--- config.mk ---
export PLATFORM = sky130hd
export DESIGN_NAME = sleep_mode_power_controller
export DESIGN_NICKNAME = d
export VERILOG_FILES = /design/src/sleep_pkg.sv /design/src/sleep_mode_power_controller.sv
export SDC_FILE = /design/constraint.sdc
export NUM_CORES = 1
export LEC_CHECK = 0
export BUFFER_PORTS_ARGS = -buffer_cell sky130_fd_sc_hd__buf_2
export CAP_MARGIN = 20
export CORE_ASPECT_RATIO = 0.7
export CORE_MARGIN = 2
export CORE_UTILIZATION = 32
export CTS_BUF_LIST = sky130_fd_sc_hd__clkbuf_4 sky130_fd_sc_hd__clkbuf_8 sky130_fd_sc_hd__clkbuf_16
export CTS_CLUSTER_DIAMETER = 120
export CTS_CLUSTER_SIZE = 12
export DETAILED_ROUTE_END_ITERATION = 6
export MAX_ROUTING_LAYER = met4
export PLACE_DENSITY_LB_ADDON = 0.15
export SLEW_MARGIN = 40
export SYNTH_ARGS = -nofsm -noshare
export SYNTH_HDL_FRONTEND = slang
export SYNTH_SLANG_ARGS = --single-unit
--- constraint.sdc ---
create_clock -name clk_i -period 2.2 [get_ports clk_i]
set_input_delay 0.44 -clock clk_i [delete_from_list [all_inputs] [get_ports clk_i]]
set_output_delay 0.44 -clock clk_i [all_outputs]
set_load 0.005 [all_outputs]
--- src/sleep_pkg.sv ---
// Shared constants and types of the sleep and power controller
package sleep_pkg;
  localparam logic [1:0] SEL_IDLE     = 2'h0;
  localparam logic [1:0] SEL_ADC_NR   = 2'h1;
  localparam logic [1:0] SEL_PWR_DOWN = 2'h2;
  localparam logic [1:0] SEL_PWR_SAVE = 2'h3;

  localparam int CLK_MHZ          = 50;
  localparam int HALT_CYCLES      = 4;
  localparam int UNLOCK_WINDOW    = 4;
  localparam int NAP_OFF_DELAY    = 3;
  localparam int NAP_OFF_LIFE     = 3;
  localparam int BOD_WAKE_US      = 60;
  localparam int BOD_WAKE_CYCLES  = BOD_WAKE_US * CLK_MHZ;
  localparam int PERIPH_COUNT     = 6;

  typedef struct packed {
    logic cpu;
    logic flash;
    logic io;
    logic adc;
    logic async_clk;
    logic main_osc;
    logic timer0_osc;
  } clk_run_t;

  typedef struct packed {
    logic ext_level;
    logic pin_change;
    logic spm_ready;
    logic adc_done;
    logic watchdog_irq;
    logic usi_start;
    logic timer0_irq;
    logic other_io;
  } wake_src_t;
endpackage

--- src/sleep_mode_power_controller.sv ---
// Sleep-mode entry, clock gating, wake sequencing and brown-out sleep disable
// What this block does
// - Two-bit select: 00 idle, 01 ADC noise, 10 power-down, 11 power-save.
// - Idle stops only CPU and flash clocks; others keep running.
// - In idle any enabled interrupt wakes the core.
// - ADC noise mode halts I/O, CPU, flash clocks; ADC and async run.
// - ADC noise mode wakes only from its listed sources.
// - Power-down stops oscillator and all generated clocks.
// - Power-down wakes only from resets, watchdog, UNIVERSAL_SERIAL_UNIT start, level, pin change.
// - Power-save adds async clock and timer0 wake when async and enabled.
// - Interrupt wake halts core four cycles after start-up, then resumes.
// - Reset during sleep wakes core to the reset vector.
// - Brown-out sleep disable only in power-down/save; re-enables on wake.
// - Wake after brown-out disable stretches by about 60 us.
// - brownout_nap_off one disables detector in sleep; resets to zero.
// - Writes to brownout_nap_off need the timed unlock sequence.
// - Nap-off becomes active three cycles after set, clears three cycles later.
// - Idle or ADC noise entry starts an ADC conversion if ADC enabled.
// - Power-down/save wake waits the fuse-selected clock start-up period.
// - Outside idle, external lines wake only as held level interrupts.
// - Peripheral gate bit stops clock, freezes state, blocks register access.
// - Peripheral gating matters in active and idle only.
`timescale 1ns/1ps
module sleep_mode_power_controller #(
  parameter int STARTUP_CYCLES  = 16384,
  parameter int BOD_WAKE_COUNT  = sleep_pkg::BOD_WAKE_CYCLES,
  parameter int LEVEL_HOLD      = 2,
  parameter int NPER            = sleep_pkg::PERIPH_COUNT
) (
  input  wire logic                  clk_i,               // System clock
  input  wire logic                  rstn_i,              // Async reset, active low
  input  wire logic                  sleep_allow_i,       // Sleep allow bit
  input  wire logic [1:0]            sleep_kind_select_i, // Sleep mode select
  input  wire logic                  sleep_instr_i,       // Sleep instruction executes (pulse)
  input  wire logic                  nap_wr_i,            // Write strobe to the brown-out control bits
  input  wire logic                  nap_wr_off_i,        // Value written to brownout_nap_off
  input  wire logic                  nap_wr_unlock_i,     // Value written to brownout_nap_off_unlock
  input  wire sleep_pkg::wake_src_t  wake_src_i,          // Enabled interrupt requests
  input  wire logic                  ext_level_pin_i,     // External level line, asynchronous
  input  wire logic                  timer0_async_clocking_i, // Timer0 async clocking
  input  wire logic                  global_irq_en_i,     // Global interrupt enable
  input  wire logic                  timer0_irq_mask_i,   // Timer0 overflow/compare enable
  input  wire logic                  sys_reset_req_i,     // External, watchdog or brown-out reset
  input  wire logic                  adc_enabled_i,       // ADC is enabled
  input  wire logic [NPER-1:0]       peripheral_clock_gate_i, // Per-peripheral clock stop
  output logic                       asleep_o,            // Core is in a sleep mode
  output sleep_pkg::clk_run_t        clk_run_o,           // Clock domain enables
  output logic [NPER-1:0]            periph_clk_en_o,     // Per-peripheral clock enables
  output logic [NPER-1:0]            periph_access_en_o,  // Per-peripheral register access
  output logic                       brownout_on_o,       // Brown-out detector enabled
  output logic                       brownout_nap_off_o,  // Nap-off bit as read back
  output logic                       brownout_nap_off_unlock_o, // Unlock bit as read back
  output logic                       adc_start_o,         // Auto-start ADC conversion (pulse)
  output logic                       core_halt_o,         // Core held during wake
  output logic                       irq_resume_o,        // Wake done, run interrupt (pulse)
  output logic                       reset_vector_o       // Restart from reset vector (pulse)
);

  typedef enum logic [3:0] {
    ST_RUN   = 4'h1,
    ST_SLEEP = 4'h2,
    ST_START = 4'h4,
    ST_HALT  = 4'h8
  } pstate_t;

  localparam int CW = $clog2(STARTUP_CYCLES + BOD_WAKE_COUNT + 2);

  function automatic logic deep_mode(input logic [1:0] sel);
    deep_mode = (sel == sleep_pkg::SEL_PWR_DOWN) || (sel == sleep_pkg::SEL_PWR_SAVE);
  endfunction

  pstate_t            state;
  logic [1:0]         mode;
  logic [CW-1:0]      wait_cnt;
  logic [2:0]         halt_cnt;
  logic               bod_cut;
  logic               unlock;
  logic [2:0]         unlock_cnt;
  logic               nap_off;
  logic [2:0]         nap_age;
  logic               nap_active;
  logic               lvl_s1;
  logic               lvl_s2;
  logic               lvl_s3;
  logic               lvl_req;
  logic [7:0]         lvl_cnt;
  logic               wake;
  logic               enter;

  // Pin level passes three flops; the first is read only by the second
  always_ff @(posedge clk_i or negedge rstn_i) begin
    if (!rstn_i) begin
      lvl_s1 <= 1'b0;
      lvl_s2 <= 1'b0;
      lvl_s3 <= 1'b0;
    end else begin
      lvl_s1 <= ext_level_pin_i;
      lvl_s2 <= lvl_s1;
      lvl_s3 <= lvl_s2;
    end
  end

  // Level must stay asserted for LEVEL_HOLD cycles; short glitches never wake
  always_ff @(posedge clk_i or negedge rstn_i) begin
    if (!rstn_i) begin
      lvl_cnt <= 8'h00;
      lvl_req <= 1'b0;
    end else if (lvl_s2 && lvl_s3) begin
      if (lvl_cnt < 8'(LEVEL_HOLD))
        lvl_cnt <= lvl_cnt + 8'h01;
      lvl_req <= (lvl_cnt >= 8'(LEVEL_HOLD - 1));
    end else begin
      lvl_cnt <= 8'h00;
      lvl_req <= 1'b0;
    end
  end

  // Wake qualification per mode
  always_comb begin
    case (mode)
      sleep_pkg::SEL_IDLE:
        wake = (|wake_src_i) || lvl_req;
      sleep_pkg::SEL_ADC_NR:
        wake = lvl_req || wake_src_i.pin_change || wake_src_i.spm_ready || wake_src_i.adc_done
             || wake_src_i.watchdog_irq || wake_src_i.usi_start || wake_src_i.timer0_irq;
      sleep_pkg::SEL_PWR_DOWN:
        wake = lvl_req || wake_src_i.pin_change || wake_src_i.watchdog_irq
             || wake_src_i.usi_start;
      default:
        wake = lvl_req || wake_src_i.pin_change || wake_src_i.watchdog_irq || wake_src_i.usi_start
             || (wake_src_i.timer0_irq && timer0_async_clocking_i
                 && timer0_irq_mask_i && global_irq_en_i);
    endcase
  end

  assign enter = (state == ST_RUN) && sleep_instr_i && sleep_allow_i;

  // Sleep/wake sequencer
  always_ff @(posedge clk_i or negedge rstn_i) begin
    if (!rstn_i) begin
      state    <= ST_RUN;
      mode     <= sleep_pkg::SEL_IDLE;
      wait_cnt <= '0;
      halt_cnt <= 3'h0;
      bod_cut  <= 1'b0;
    end else if (sys_reset_req_i) begin
      state   <= ST_RUN;
      bod_cut <= 1'b0;
    end else begin
      case (state)
        ST_RUN: begin
          if (enter) begin
            state   <= ST_SLEEP;
            mode    <= sleep_kind_select_i;
            bod_cut <= nap_active && deep_mode(sleep_kind_select_i);
          end
        end
        ST_SLEEP: begin
          if (wake) begin
            bod_cut <= 1'b0;
            if (deep_mode(mode)) begin
              state    <= ST_START;
              wait_cnt <= bod_cut ? CW'(STARTUP_CYCLES + BOD_WAKE_COUNT)
                                  : CW'(STARTUP_CYCLES);
            end else begin
              state    <= ST_HALT;
              halt_cnt <= 3'(sleep_pkg::HALT_CYCLES - 1);
            end
          end
        end
        ST_START: begin
          if (wait_cnt <= CW'(1)) begin
            state    <= ST_HALT;
            halt_cnt <= 3'(sleep_pkg::HALT_CYCLES - 1);
          end else begin
            wait_cnt <= wait_cnt - CW'(1);
          end
        end
        ST_HALT: begin
          if (halt_cnt == 3'h0)
            state <= ST_RUN;
          else
            halt_cnt <= halt_cnt - 3'h1;
        end
        default: state <= ST_RUN;
      endcase
    end
  end

  // Resume and reset-vector pulses
  always_ff @(posedge clk_i or negedge rstn_i) begin
    if (!rstn_i) begin
      irq_resume_o   <= 1'b0;
      reset_vector_o <= 1'b0;
      adc_start_o    <= 1'b0;
    end else begin
      irq_resume_o   <= !sys_reset_req_i && (state == ST_HALT) && (halt_cnt == 3'h0);
      reset_vector_o <= sys_reset_req_i && (state != ST_RUN);
      adc_start_o    <= enter && adc_enabled_i && !deep_mode(sleep_kind_select_i);
    end
  end

  // Unlock bit lives four cycles; rewriting does not extend it
  always_ff @(posedge clk_i or negedge rstn_i) begin
    if (!rstn_i) begin
      unlock     <= 1'b0;
      unlock_cnt <= 3'h0;
    end else if (nap_wr_i && nap_wr_off_i && nap_wr_unlock_i && !unlock) begin
      unlock     <= 1'b1;
      unlock_cnt <= 3'(sleep_pkg::UNLOCK_WINDOW);
    end else if (unlock) begin
      if (unlock_cnt <= 3'h1 || (nap_wr_i && !nap_wr_unlock_i))
        unlock <= 1'b0;
      unlock_cnt <= unlock_cnt - 3'h1;
    end
  end

  // Nap-off: armed by the timed write, active after three cycles, then clears
  always_ff @(posedge clk_i or negedge rstn_i) begin
    if (!rstn_i) begin
      nap_off    <= 1'b0;
      nap_age    <= 3'h0;
      nap_active <= 1'b0;
    end else if (unlock && nap_wr_i && nap_wr_off_i && !nap_wr_unlock_i) begin
      nap_off    <= 1'b1;
      nap_age    <= 3'h0;
      nap_active <= 1'b0;
    end else if (nap_off) begin
      nap_age <= nap_age + 3'h1;
      if (nap_age == 3'(sleep_pkg::NAP_OFF_DELAY - 1))
        nap_active <= 1'b1;
      if (nap_age == 3'(sleep_pkg::NAP_OFF_DELAY + sleep_pkg::NAP_OFF_LIFE - 1)) begin
        nap_off    <= 1'b0;
        nap_active <= 1'b0;
      end
    end
  end

  // Clock domain enables per mode
  always_comb begin
    clk_run_o = '{cpu: 1'b1, flash: 1'b1, io: 1'b1, adc: 1'b1,
                  async_clk: 1'b1, main_osc: 1'b1, timer0_osc: 1'b1};
    if (state == ST_SLEEP) begin
      clk_run_o.cpu   = 1'b0;
      clk_run_o.flash = 1'b0;
      case (mode)
        sleep_pkg::SEL_IDLE: ;
        sleep_pkg::SEL_ADC_NR:
          clk_run_o.io = 1'b0;
        sleep_pkg::SEL_PWR_DOWN: begin
          clk_run_o = '0;
        end
        default: begin
          clk_run_o            = '0;
          clk_run_o.async_clk  = 1'b1;
          clk_run_o.timer0_osc = 1'b1;
        end
      endcase
    end else if (state == ST_START) begin
      clk_run_o = '0;
      clk_run_o.main_osc = 1'b1;
    end
  end

  // Peripheral gating; the io clock already stops them in deeper modes
  assign periph_clk_en_o    = clk_run_o.io ? ~peripheral_clock_gate_i : '0;
  assign periph_access_en_o = ~peripheral_clock_gate_i;

  assign asleep_o                  = (state == ST_SLEEP);
  assign core_halt_o               = (state != ST_RUN);
  assign brownout_on_o             = !(bod_cut && state == ST_SLEEP);
  assign brownout_nap_off_o        = nap_off;
  assign brownout_nap_off_unlock_o = unlock;
endmodule // sleep_mode_power_controller

==> results_dict.tcl, run 1 <==
set metrics [dict create \
    dieArea_mm2 0.00921 \
    finalSetupTns_ps 0 \
    synth_compound_area_share_pct 19.4 \
    first_global_vias 2119 \
    yosysWarnings 0 \
    cts-root-buf "clkbuf_16" \
    slew_violations 0 \
    clock.fmax_ghz 0.480 \
    yosys_register_bits 49 \
    min_path_type "in2async" \
    setup-violations-final 0 \
    diodes 0 \
    cts_tree "yes" \
    cts_sinks 49 \
    grt_max_degree 39 \
    antenna_found_initial 0 \
    synth_top_area_cell "dfrtp_1" \
    period_share_pct 94.6 \
    finalHoldViolCount 0 \
    utilization_pct 40.4 \
    synth_top_family_by_area "simple AND/OR/NAND/NOR gates" \
    postPlaceCellArea_mm2 0.00318 \
    dp_hpwl_um 4610 \
    vias 2314 \
    vias_per_cell 4.96 \
    drc 0 \
    required_ps 1760 \
    setup.worst_path.class "reg2out" \
    grt.total_usage_pct 14.9 \
    row_count 28 \
    cap_viol_max_count 0 \
    clkLatencyLatePin_ps 290 \
    ys_top_cells_by_area "dfrtp_1 44%, ha_1 5.6%, nor2_1 5.1%, o21ai_0 5.0%, a21oi_1 3.7%" \
    rsz0062_at_grt "false" \
    cp-start-kind "flop" \
    synth_edf_count 0 \
    synthDistinctLibCells 57 \
    grt_pass1_wl_um 10500 \
    power_density_mw_per_mm2 739 \
    synth_mux_area_share_pct 0.833 \
    synth-adder-area-share_pct 5.55 \
    drtIter0Drc 114 \
    wl_per_cell_um 13.3 \
    async_flop_share_pct 100 \
    overflow 0 \
    finalWorstSetupSlack_ps 118 \
    fin_crit_ps 2080 \
    drtAntennaViolNets 0 \
    core_area_mm2 0.00834 \
    cts_inserted_buffers 5 \
    final_nets 402 \
    p_leak_nw 1.57 \
    path_max_fanout 9 \
    max_slew.worst_pin.slew_ps 539 \
    synth_simple_gate_area_share_pct 21.5 \
    crit_path_end_kind "primary output" \
    htreeDepth 2 \
    path_clk_slew_ps 70 \
    design_area_mm2 0.00337 \
    yosys-top-cells-count "48 x dfrtp_1, 37 x nor2_1, 27 x o21ai_0" \
    globalplace.congestion 0.789 \
    ys_seq_area_share_pct 45.4 \
    relSlewSlack_pct 63.8 \
    io_pins 56 \
    holdBufCountCts 0 \
    ys.flop_type "dfrtp_1" \
    start_util_pct 32.4 \
    die-width_um 114 \
    irDropWorstVdd_uv 456 \
    worst_clock_skew_ps 7.85 \
    syn_area_per_cell_um2 9.20 \
    yosys.cell_count.top_type "dfrtp_1" \
    syn_inst 294 \
    dp_slack_ps 244 \
    synth_area_mm2 0.00270 \
    drive_gt1_share_pct 27.1 \
    status "finished, final reports clean" \
    synth_xor_area_share_pct 0.972 \
    worstPathArrival_ps 1640 \
    synth_nets 335 \
    synth_top_area_share_pct 44.4 \
    drt_pass1_iterations 4 \
    power.total_w 0.00249 \
    clock_path_buffers 2 \
    routed_wl_um 6220 \
    syn2layout_area_growth_pct 24.5 \
    die_y_um 80.9 \
    numPortBuffers 55 \
]
-- per-stage QoR --
step | hold WS, ps | cells
6_report | 31.3 | 467
5_1_grt | 45.3 | 467
4_1_cts | 41.4 | 466
3_5_place_dp | 342 | 458
3_3_place_gp | 336 | 458
2_1_floorplan | 144 | 294
-- worst paths after layout --
path,start,end,slack (ps),depth (start not counted)
setup / recovery,state[3],clk_run_o[2],120,5
hold / removal,rstn_i,mode[0],30,1
setup reg to reg,state[3],halt_cnt[0],270,6
hold reg to reg,lvl_s1,lvl_s2,350,0
max in group asynchronous,rstn_i,state[0],1600,2
min in group clk_i,ext_level_pin_i,lvl_s1,250,1
-- cell families (layout without fill, tap and decap cells) --
logic type                 count (synthesis)  after routing
buffers and inverters                     39            107
AOI/OAI and AO/OA                         81             81
and+or+nand+nor                          108            108
DFF                                       49             49
xor gates and xnor gates                   3              3
muxes                                      2              2
adders and majority gates                 12             12
-- layout by cell type (no fill, tap or decap), drive strengths merged, types with 2 or more instances in the layout --
cell type and instances:
o22ai 2, dfrtp 48, nor4b 3, inv 27, and2 2, o21ai 28
and3 7, nand3b 3, xnor2 2, mux2 2, or4 3, nand2b 3
a21o 3, ha 12, nor2b 3, o31ai 2, a21oi 20, nor2 37
a211oi 2, clkbuf 6, a31oi 7, nand4 4, or3 4, buf 73
nand2 16, nand3 7, nor3 9, nor4 4, a41oi 3
-- area by class of cell --
type                            instances  area (µm²)
Tap cell                              105         131
Fill cell                             864        4970
Clock buffer                            6         139
Multi-Input combinational cell        206        1330
Inverter                               26        97.6
Clock inverter                          2        17.5
Sequential cell                        49        1230
Timing Repair Buffer                   73         427
-- timing repair --
action / CTS / global route
resized for setup: 1 / 5
setup buffers: 0 / 1
setup endpoints to repair: 7 / 9
-- flip-flops by register name (all words and copies together), names as in the netlist --
name,count
wait_cnt,15
lvl_cnt,8
state,4
halt_cnt,3
nap_age,3
unlock_cnt,3
mode,2
adc_start_o,1
bod_cut,1
brownout_nap_off_o,1
brownout_nap_off_unlock_o,1
irq_resume_o,1
lvl_req,1
lvl_s1,1
lvl_s2,1
lvl_s3,1
nap_active,1
reset_vector_o,1
-- where the power goes --
group          switching [W]  internal, W  leakage, nW
logic               0.000271     0.000246        0.890
registers           0.000132      0.00103        0.603
clock network       0.000348     0.000459       0.0775
-- routing by layer --
metal,share of wire [%],global-route usage [%]
met4,0.82,3.66
met3,3.8,4.18
met1,54,22.6
met5,0,-
met2,41,19.2
-- worst max-delay path, cell delays in order (launching register included) --
cell	delay [ps]
dfrtp_2	490
nor4b_4	300
buf_6	190
a21oi_1	90
a21o_1	160
buf_2	120
Power figures use the tool's default switching activity.
==> inputs of run 2 (changes only) <==
- ABC_AREA: not set -> 1
==> run 2 against run 1 <==
Compared with the run above: synthesized area rose by 5.1%; clock skew fell by 3.0 ps; synthesized cell count rose by 31%; combinational power rose to 3.7 times the previous value; flip-flop and latch count did not move; maximum frequency rose by 5.2%; setup slack improved by 100 ps; count of clock-buffer cells in the layout rose by 1; final area rose by 1.8%; die area rose by 4.9%; critical path type unchanged.
==> results_dict.tcl, run 2 <==
set metrics [dict create \
    die_y_um 82.8 \
    grtUsageMet3_pct 2.70 \
    drt_pass1_iterations 4 \
    required_ps 1760 \
    dieArea_mm2 0.00966 \
    overflow 0 \
    die-width_um 117 \
    diodes 0 \
    numPortBuffers 55 \
    final_nets 487 \
    routed_wl_um 6190 \
    grt_max_degree 31 \
    finalSetupTns_ps 0 \
    drtAntennaViolNets 0 \
    io_pins 56 \
    wl_per_cell_um 10.9 \
    relSlewSlack_pct 67.1 \
    ys_seq_area_share_pct 43.2 \
    cts-root-buf "clkbuf_16" \
    cts_tree "yes" \
    cp-start-kind "flop" \
    cp.depth 7 \
    htreeDepth 2 \
    yosysWarnings 0 \
    irDropWorstVdd_uv 421 \
    syn_inst 385 \
    status "finished, final reports clean" \
    drtIter0Drc 89 \
    synth_top_area_share_pct 42.3 \
    clock.fmax_ghz 0.505 \
    power.total_w 0.00405 \
    syn2layout_area_growth_pct 20.7 \
    synth_area_mm2 0.00284 \
    path_clk_slew_ps 60 \
    synth_nets 426 \
    drc 0 \
    reg2regPathDepth 11 \
    worst_clock_skew_ps 4.89 \
    path_max_fanout 4 \
    synth_simple_gate_area_share_pct 32.8 \
    regToRegEndpoint "wait_cnt[9]" \
    cp_num_buf_inv 2 \
    mostFrequentLayoutCell "nand2_1" \
    use_met2_pct 19.5 \
    worst_path_most_repeated_cell "nand2_2" \
    synth-adder-area-share_pct 5.28 \
    cts_sinks 49 \
    clkLatencyLatePin_ps 280 \
    r2r_start "state[3]" \
    ys.flop_type "dfrtp_1" \
    yosys-top-cells-count "106 x nand2_1, 65 x nor2_1, 55 x inv_1" \
    globalplace.congestion 0.877 \
    dp_hpwl_um 4850 \
    path_cells "nor2_1 > nand3_1 > nand2_2 > nand2_2 > inv_2 > o21ai_0 > buf_2" \
    setup.worst_path.class "reg2out" \
    endpoint "clk_run_o[2]" \
    cap_viol_max_count 0 \
    drive_gt1_share_pct 19.7 \
    worstPathArrival_ps 1540 \
    cts_inserted_buffers 5 \
    globalRouteMet1Util_pct 20.7 \
    antenna_found_initial 0 \
    max_slew.worst_pin.slew_ps 494 \
    slew_violations 0 \
    synth_xor_area_share_pct 2.77 \
    top_register "wait_cnt" \
    post_cts_buffers 0 \
    fill_cells 908 \
    crit_family "simple AND/OR/NAND/NOR gates" \
    fin_crit_ps 1980 \
    async_flop_share_pct 100 \
    largest_register_ffs 15 \
    rrSetupSlack_ps 480 \
    crit_start "state[1]" \
    top_usage_layer "met1" \
    row_count 28 \
    synth_compound_area_share_pct 6.87 \
    synth_mux_area_share_pct 0 \
    synth_edf_count 0 \
    period_share_pct 89.9 \
    yosys.cell_count.top_type "nand2_1" \
    synthDistinctLibCells 29 \
    vias 2478 \
    p_leak_nw 1.91 \
    synth_top_family_by_area "simple AND/OR/NAND/NOR gates" \
    first_global_vias 2307 \
    grt_pass1_wl_um 10600 \
    syn_area_per_cell_um2 7.38 \
    layout_common_cells "106 x nand2_1, 64 x nor2_1, 55 x inv_1, 55 x buf_2, 48 x dfrtp_1" \
    vias_per_cell 4.37 \
    core_area_mm2 0.00855 \
    ys_top_cells_by_area "dfrtp_1 42%, nand2_1 14%, nor2_1 8.6%, inv_1 7.3%, ha_1 5.3%" \
    synth_top_area_cell "dfrtp_1" \
    crit_path_end_kind "primary output" \
    finalHoldViolCount 0 \
    setup-violations-final 0 \
    cpPeakStageDelay_ps 420 \
    rsz0062_at_grt "false" \
    largestRegisters "wait_cnt x15, lvl_cnt x8, state x4" \
    min_path_type "in2async" \
    grt.total_usage_pct 13.8 \
    yosys_register_bits 49 \
    start_util_pct 33.2 \
    clock_path_buffers 2 \
    crit_path_top_delay_cell "dfrtp_1" \
    power_density_mw_per_mm2 1180 \
]
[run 2: changes by cell type after synthesis, sizes merged, moves of 5 or more]
cell    change
and3        -5
inv        +31
o21ai       -7
nand3      +12
nand2      +96
nor2       +34
a21oi      -11
a31oi       -5
nor3        -5
clkbuf      -7
[run 2: through the flow]
step	setup WS (ps)	std cells	instance area (µm²)	util, %	hold slack [ps]
floorplan	548	385	2840	-	144
global placement	465	559	3270	38.2	340
detailed placement	462	559	3270	38.2	339
CTS	152	567	3430	40.1	138
global route	35.1	567	3430	40.1	151
finish	222	567	3430	40.1	120
[run 2: worst min path at each step]
| stage | startpoint | end | slack (ps) | depth (start not counted) |
|---|---|---|---|---|
| 2_1_floorplan | rstn_i | adc_start_o | 140 | 0 |
| 3_3_place_gp | lvl_s1 | lvl_s2 | 340 | 0 |
| 3_5_place_dp | lvl_s1 | lvl_s2 | 340 | 0 |
| 4_1_cts | rstn_i | unlock_cnt[0] | 140 | 1 |
| 5_1_grt | rstn_i | unlock_cnt[1] | 150 | 1 |
| 6_report | rstn_i | unlock_cnt[0] | 120 | 1 |
[run 2: logic make-up (layout without fill, tap and decap cells)]
kind of cell               Yosys count  in the layout
xor gates and xnor gates             9              9
DFF                                 49             49
AOI/OAI and AO/OA                   35             35
and+or+nand+nor                    217            217
buffers and inverters               63            125
adders and majority gates           12             12
[run 2: layer usage]
metal  up-vias  share of wire (%)
met5         -                  0
met4         0               0.57
met1      1091                 53
li1       1310                  -
met3         2                7.3
met2        75                 39
[run 2: final cells by class]
type	instances	area, µm²	area share (%)
Clock buffer	7	153	4.45
Sequential cell	49	1230	35.8
Multi-Input combinational cell	273	1360	39.6
Clock inverter	1	5.00	0.146
Timing Repair Buffer	59	318	9.27
Tap cell	120	150	4.38
Inverter	58	218	6.35
[run 2: report_power, final]
| part | total (W) | internal, W | switching, W |
|---|---|---|---|
| combinational | 0.00190 | 0.000760 | 0.00114 |
| clock | 0.000786 | 0.000481 | 0.000305 |
| sequential | 0.00137 | 0.00113 | 0.000235 |
[run 2: worst register-to-register path, stage by stage (launching register included)]
cell	delay [ps]
dfrtp_1	400
nor2_1	200
nand2_2	120
nor2_2	110
nand2_1	70
nor2_2	190
nor2_4	70
nand2_2	70
nor2_2	50
buf_4	180
nand2_1	90
nand2_1	50
[run 2: repair_timing]
item | in CTS | in global routing
setup endpoints to repair | 0 | 8
resized for setup | 0 | 1
hold buffers | 0 | 0
